File: src/shared/vector_map_pkg.sv
package vector_map_pkg;

    // ==========================================================
    // Widths and counts
    // ==========================================================
    localparam int ADDR_W = 24;
    localparam int N_FIXED = 6;
    localparam int N_MASK = 36;
    localparam int FIX_IW = 3;
    localparam int MASK_IW = 6;

    // ==========================================================
    // Priority levels
    // ==========================================================
    localparam logic [1:0] LEVEL_FIXED = 2'h3;
    // A maskable source programmed to 3 is switched off
    localparam logic [1:0] LEVEL_OFF = 2'h3;
    localparam logic [1:0] LEVEL_RST = 2'h0;

    // ==========================================================
    // Level 3 sources, highest first
    // ==========================================================
    localparam logic [FIX_IW-1:0] FIX_HW_RESET = 3'h0;
    localparam logic [FIX_IW-1:0] FIX_STACK_ERR = 3'h1;
    localparam logic [FIX_IW-1:0] FIX_ILLEGAL = 3'h2;
    localparam logic [FIX_IW-1:0] FIX_DEBUG = 3'h3;
    localparam logic [FIX_IW-1:0] FIX_TRAP = 3'h4;
    localparam logic [FIX_IW-1:0] FIX_NMI = 3'h5;

    localparam logic [7:0] FIX_OFS [N_FIXED] = '{8'h00, 8'h02, 8'h04, 8'h06, 8'h08, 8'h0A};

    // ==========================================================
    // Maskable sources, index is priority order within a level, 0 highest
    // ==========================================================
    localparam logic [MASK_IW-1:0] SRC_EXT_A = 6'h00;
    localparam logic [MASK_IW-1:0] SRC_DMA0 = 6'h04;
    localparam logic [MASK_IW-1:0] SRC_HOST_CMD = 6'h0A;
    localparam logic [MASK_IW-1:0] SRC_SSP0_RX_EXC = 6'h0D;
    localparam logic [MASK_IW-1:0] SRC_SSP1_RX_EXC = 6'h13;
    localparam logic [MASK_IW-1:0] SRC_ASP_RX_EXC = 6'h19;
    localparam logic [MASK_IW-1:0] SRC_TMR0_OVF = 6'h1E;

    // Offsets per source, listed in priority order within a level.
    // Unassigned slots $0C,$0E,$3C,$3E,$4C,$4E,$5A-$5E,$66-$FE have no entry.
    localparam logic [7:0] MASK_OFS [N_MASK] = '{
        8'h10, 8'h12, 8'h14, 8'h16,
        8'h18, 8'h1A, 8'h1C, 8'h1E, 8'h20, 8'h22,
        // Host command, tx empty, rx full
        8'h64, 8'h62, 8'h60,
        8'h32, 8'h30, 8'h34, 8'h38, 8'h3A, 8'h36,
        8'h42, 8'h40, 8'h44, 8'h48, 8'h4A, 8'h46,
        // Async port rx exc, rx, tx, idle, timer
        8'h52, 8'h50, 8'h54, 8'h56, 8'h58,
        8'h26, 8'h24, 8'h2A, 8'h28, 8'h2E, 8'h2C
    };

    // ==========================================================
    // Offer sequencer
    // ==========================================================
    typedef enum logic [2:0] {
        ST_IDLE = 3'b001,
        ST_OFFER = 3'b010,
        ST_RETIRE = 3'b100
    } offer_state_e;

    localparam logic [ADDR_W-1:0] ADDR_RST = 24'h000000;
    localparam logic [MASK_IW-1:0] SRC_RST = 6'h00;

endpackage : vector_map_pkg

File: src/interrupt_vector_map.sv
`timescale 1ns/1ps

// Overview of operation
// - Six fixed sources at $00-$0A, level 3
// - Maskable levels 0-2; lines, DMA, timers mapped
// - First sync port rx exception $32, rx $30
// - First sync port tx exception $38, tx $36
// - First sync port rx last slot $34
// - First sync port tx last slot $3A
// - Second sync port rx exception $42, rx $40
// - Second sync port tx exception $48, tx $46
// - Second sync port rx last slot $44
// - Second sync port tx last slot $4A
// - Async port slots $50-$58, rest unassigned
// - Host receive full at $60
// - Host tx empty $62, command $64
// - Same level: lines A-D, then DMA 0-5
module interrupt_vector_map
    import vector_map_pkg::*;
(
    input wire logic mclk,
    input wire logic rst,
    input wire logic [ADDR_W-1:0] vector_base,
    input wire logic [1:0] core_mask_level,
    input wire logic [N_FIXED-1:0] fixed_req,
    input wire logic [N_MASK-1:0] mask_req,
    input wire logic [1:0] priority_level [N_MASK],
    input wire logic vector_taken,
    output logic vector_valid_r,
    output logic [ADDR_W-1:0] vector_addr_r,
    output logic [1:0] vector_level_r,
    output logic vector_fixed_r,
    output logic [MASK_IW-1:0] vector_src_r
);

    // ==========================================================
    // Level qualification
    // ==========================================================
    logic [N_MASK-1:0] at_lvl2;
    logic [N_MASK-1:0] at_lvl1;
    logic [N_MASK-1:0] at_lvl0;
    logic [N_MASK-1:0] cand;
    logic [1:0] cand_level;

    genvar g;
    generate
        for (g = 0; g < N_MASK; g++) begin : g_qual
            assign at_lvl2[g] = mask_req[g] && priority_level[g] == 2'h2
                && core_mask_level <= 2'h2;
            assign at_lvl1[g] = mask_req[g] && priority_level[g] == 2'h1
                && core_mask_level <= 2'h1;
            assign at_lvl0[g] = mask_req[g] && priority_level[g] == 2'h0
                && core_mask_level == 2'h0;
        end
    endgenerate

    // Highest pending level wins before order within a level
    always_comb begin
        if (|at_lvl2) begin
            cand = at_lvl2;
            cand_level = 2'h2;
        end else if (|at_lvl1) begin
            cand = at_lvl1;
            cand_level = 2'h1;
        end else begin
            cand = at_lvl0;
            cand_level = 2'h0;
        end
    end

    // ==========================================================
    // Source choice
    // ==========================================================
    logic fix_found;
    logic [FIX_IW-1:0] fix_idx;
    logic mask_found;
    logic [MASK_IW-1:0] mask_idx;

    vector_first_pick #(
        .N(N_FIXED),
        .IW(FIX_IW)
    ) u_fix_pick (
        .req(fixed_req),
        .found(fix_found),
        .idx(fix_idx)
    );

    vector_first_pick #(
        .N(N_MASK),
        .IW(MASK_IW)
    ) u_mask_pick (
        .req(cand),
        .found(mask_found),
        .idx(mask_idx)
    );

    // ==========================================================
    // Offer sequencer
    // ==========================================================
    offer_state_e state_r;
    offer_state_e state_nxt;
    logic valid_nxt;
    logic [ADDR_W-1:0] addr_nxt;
    logic [1:0] level_nxt;
    logic fixed_nxt;
    logic [MASK_IW-1:0] src_nxt;

    always_comb begin
        state_nxt = state_r;
        valid_nxt = vector_valid_r;
        addr_nxt = vector_addr_r;
        level_nxt = vector_level_r;
        fixed_nxt = vector_fixed_r;
        src_nxt = vector_src_r;
        case (state_r)
            ST_IDLE: begin
                if (fix_found) begin
                    state_nxt = ST_OFFER;
                    valid_nxt = 1'b1;
                    addr_nxt = vector_base + {16'h0000, FIX_OFS[fix_idx]};
                    level_nxt = LEVEL_FIXED;
                    fixed_nxt = 1'b1;
                    src_nxt = MASK_IW'(fix_idx);
                end else if (mask_found) begin
                    state_nxt = ST_OFFER;
                    valid_nxt = 1'b1;
                    addr_nxt = vector_base + {16'h0000, MASK_OFS[mask_idx]};
                    level_nxt = cand_level;
                    fixed_nxt = 1'b0;
                    src_nxt = mask_idx;
                end
            end
            ST_OFFER: begin
                // Held stable until the core fetch takes it
                if (vector_taken) begin
                    state_nxt = ST_RETIRE;
                    valid_nxt = 1'b0;
                end
            end
            ST_RETIRE: begin
                // One idle cycle lets the source drop its request
                state_nxt = ST_IDLE;
            end
            default: begin
                state_nxt = ST_IDLE;
                valid_nxt = 1'b0;
            end
        endcase
    end

    always_ff @(posedge mclk or posedge rst) begin
        if (rst) begin
            state_r <= ST_IDLE;
            vector_valid_r <= 1'b0;
            vector_addr_r <= ADDR_RST;
            vector_level_r <= LEVEL_RST;
            vector_fixed_r <= 1'b0;
            vector_src_r <= SRC_RST;
        end else begin
            state_r <= state_nxt;
            vector_valid_r <= valid_nxt;
            vector_addr_r <= addr_nxt;
            vector_level_r <= level_nxt;
            vector_fixed_r <= fixed_nxt;
            vector_src_r <= src_nxt;
        end
    end

endmodule : interrupt_vector_map

File: src/vector_first_pick.sv
`timescale 1ns/1ps

// ==========================================================
// Lowest set index wins
// ==========================================================
module vector_first_pick #(
    parameter int N = 8,
    parameter int IW = 3
) (
    input wire logic [N-1:0] req,
    output logic found,
    output logic [IW-1:0] idx
);

    always_comb begin
        found = 1'b0;
        idx = '0;
        for (int i = N - 1; i >= 0; i--) begin
            if (req[i]) begin
                found = 1'b1;
                idx = IW'(i);
            end
        end
    end

endmodule : vector_first_pick

File: config.mk
export PLATFORM = sky130hd
export DESIGN_NAME = interrupt_vector_map
export DESIGN_NICKNAME = d
export VERILOG_FILES = /design/src/shared/vector_map_pkg.sv /design/src/interrupt_vector_map.sv /design/src/vector_first_pick.sv
export SDC_FILE = /design/constraint.sdc
export NUM_CORES = 1
export LEC_CHECK = 0
export CORE_ASPECT_RATIO = 1.5
export CORE_MARGIN = 2
export CORE_UTILIZATION = 35
export CTS_BUF_LIST = sky130_fd_sc_hd__clkbuf_4 sky130_fd_sc_hd__clkbuf_8
export DETAILED_ROUTE_END_ITERATION = 8
export DONT_BUFFER_PORTS = 1
export HOLD_SLACK_MARGIN = 0.15
export SKIP_LAST_GASP = 1
export SLEW_MARGIN = 10
export SYNTH_ARGS = -nofsm -noshare
export SYNTH_HDL_FRONTEND = slang
export SYNTH_HIERARCHICAL = 1
export SYNTH_SLANG_ARGS = --single-unit
File: constraint.sdc
create_clock -name mclk -period 1.9 [get_ports mclk]
set_input_delay 0.38 -clock mclk [delete_from_list [all_inputs] [get_ports mclk]]
set_output_delay 0.38 -clock mclk [all_outputs]
set_load 0.02 [all_outputs]
==> metrics.cfg <==
[routing]
first_pass_iters=7
wirelength_um=18400
ant_nets=0
wl_per_cell_um=19.4
via_per_inst=5.89
vias=5581
drcViolationCount=0
drt_iter0_drc=149

[logic_synthesis]
yosys_warnings=6
yosysSeqAreaShare=0.201
yosys_most_used_dff=dfrtp_1
synth.avg_cell_area_um2=7.21
synth-seq-cells=37
synth_nets=798
synth_cell_types=67
synth_area_um2=4610
synthArstFlopShare=1.00
synth_edf_count=0
synth_cells=639

[floorplanning]
die_w_um=97.7
io_pins=177
core_um2=12900
rows=51
fp.dieH_um=144
die_area_um2=14100
initial_core_util=0.357

[critical_path]
slowest_stage=or4_4
critPathRequiredTime_ps=2080
end_kind=register
worstSetupPathType=input pin to register
critPathMaxStageDelay_ps=540
cp_max_fo=7
cp_num_buf_inv=4
critPathLaunchType=input pin
critical-path-top-delay-family=compound AO/OA/AOI/OAI gates
crit_arrival_ps=5930

[sta]
hold-worst-slack_ps=191
worst_slack_ps=-3850
max_freq_mhz=174
hold_violations=0
tns_ps=-103790
drv_slew=0
finalCritPeriodShare=3.02
fin_crit_ps=5750
setup_viol=36
slew_headroom=0.518
worst_pin_slew_ps=716
rsz0062_at_grt=yes
skew_ps=4.37

[clock_tree]
cts_buffers=5
cts.path.max_buffers=2
cts_tree=done
clkLatencyLatePin_ps=300
htreeDepth=2
cts-root-buf=clkbuf_8
clk_pin_slew_ps=70
cts.sinks=37

[place]
place_inst=913
placed_area_um2=5820
hpwl_um=14400
io_buffers=0
gp_congestion=1.02

[power]
ir_worst_vdd_v=0.000502
powerDensity_nw_per_um2=792
power.leakage_nw=2.73

[global_routing]
grt_overflow=0
grt_max_degree=21
grt_pass1_vias=5921
grt_usage=0.246
grt_pass1_wl_um=28000
antenna_found_initial=0

[layout]
fin_area_um2=6680
mostFrequentLayoutCell=buf_4
drive_gt1_frac=0.334
finalCoreUtilization=0.518
areaGrowthSynthToFinish_pct=44.9
layout_common_cells=142 x buf_4, 95 x nand2_1, 43 x nor2_1
finalNonFillerCells=947
n_antenna_cell=0
final_nets=946

[status]
status=complete, but fails checks
violations=setup timing

[flow_run]
cap_violations=0

[hold_path]
holdCritPathClass=input pin to register

[cell usage after synthesis, drive strengths merged, types with 13 or more instances]
master | n | area share
a21boi | 20 | 0.033
nor2b | 16 | 0.022
a21oi | 20 | 0.022
nand2 | 99 | 0.081
xnor2 | 17 | 0.032
o22ai | 13 | 0.018
nor2 | 51 | 0.043
clkbuf | 15 | 0.012
o21ai | 48 | 0.052
nor3b | 24 | 0.039
nor4 | 14 | 0.028
o211ai | 15 | 0.024
ha | 15 | 0.041
nand3 | 13 | 0.016
nand3b | 38 | 0.062
nor3 | 33 | 0.039
dfrtp | 36 | 0.20
or3 | 14 | 0.019
inv | 39 | 0.032
[registers in the layout, summed over array words and instances, names as in the netlist]
register        cells
state_r             3
vector_addr_r      24
vector_fixed_r      1
vector_level_r      2
vector_src_r        6
vector_valid_r      1
[metal layers]
metal / track usage / up-vias / wire (um)
met1: 0.222 / 2607 / 5790
met5: 0 / - / 0
met3: 0.0512 / 63 / 1420
met4: 0.159 / 0 / 1100
li1: - / 2630 / -
met2: 0.490 / 281 / 10100
[repair_timing]
action | 4_1_cts | 5_1_grt
resized for setup | 78 | 33
gates cloned | 5 | 0
endpoints found under the setup margin | 36 | 36
pin swaps | 33 | 10
setup buffers | 13 | 9
hold buffers | 1 | 0
endpoints found under the hold margin | 8 | 0
[cell families (layout without fill, tap and decap cells)]
| logic type | after synthesis | count (layout) | synth area share |
|---|---|---|---|
| xor gates and xnor gates | 20 | 20 | 0.0380 |
| adders and majority gates | 16 | 16 | 0.0451 |
| and+or+nand+nor | 329 | 329 | 0.392 |
| buffers and inverters | 62 | 211 | 0.0579 |
| AOI/OAI and AO/OA | 169 | 169 | 0.247 |
| DFF | 37 | 37 | 0.201 |
| muxes | 6 | 6 | 0.0190 |
[final cells by class]
class | instances | area (um2)
fillers | 1212 | 6210
multi-input cells | 540 | 3840
repair buffers | 163 | 1440
flip-flops and latches | 37 | 927
well taps | 159 | 199
inverters | 40 | 150
clock buffers | 6 | 82.6
clock inverters | 2 | 37.5
[stage by stage]
stage / total power [mW] / setup slack [ps]
after global routing: 5.59 / -4170
after detailed placement: 3.57 / -4360
after CTS: 5.07 / -3750
final: 5.29 / -3850
after floorplan: 2.89 / -3860
after global placement: 3.50 / -4270
[final timing paths]
kind | start | endpoint | slack (ps) | cells past startpoint
hold / removal | vector_base[0] | vector_addr_r[0] | 190 | 2
min in group asynchronous | rst | vector_addr_r[0] | 530 | 2
setup reg to reg | state_r[0] | vector_addr_r[8] | 100 | 6
max in group asynchronous | rst | vector_src_r[3] | 880 | 3
hold reg to reg | state_r[1] | vector_valid_r | 570 | 2
setup / recovery | mask_req[3] | vector_addr_r[19] | -3850 | 30
[where the power goes]
group / switching [mW] / internal, mW / total [mW]
combinational: 1.28 / 1.54 / 2.81
sequential: 0.625 / 1.13 / 1.75
clock: 0.295 / 0.427 / 0.722
Power figures use the tool's default switching activity.
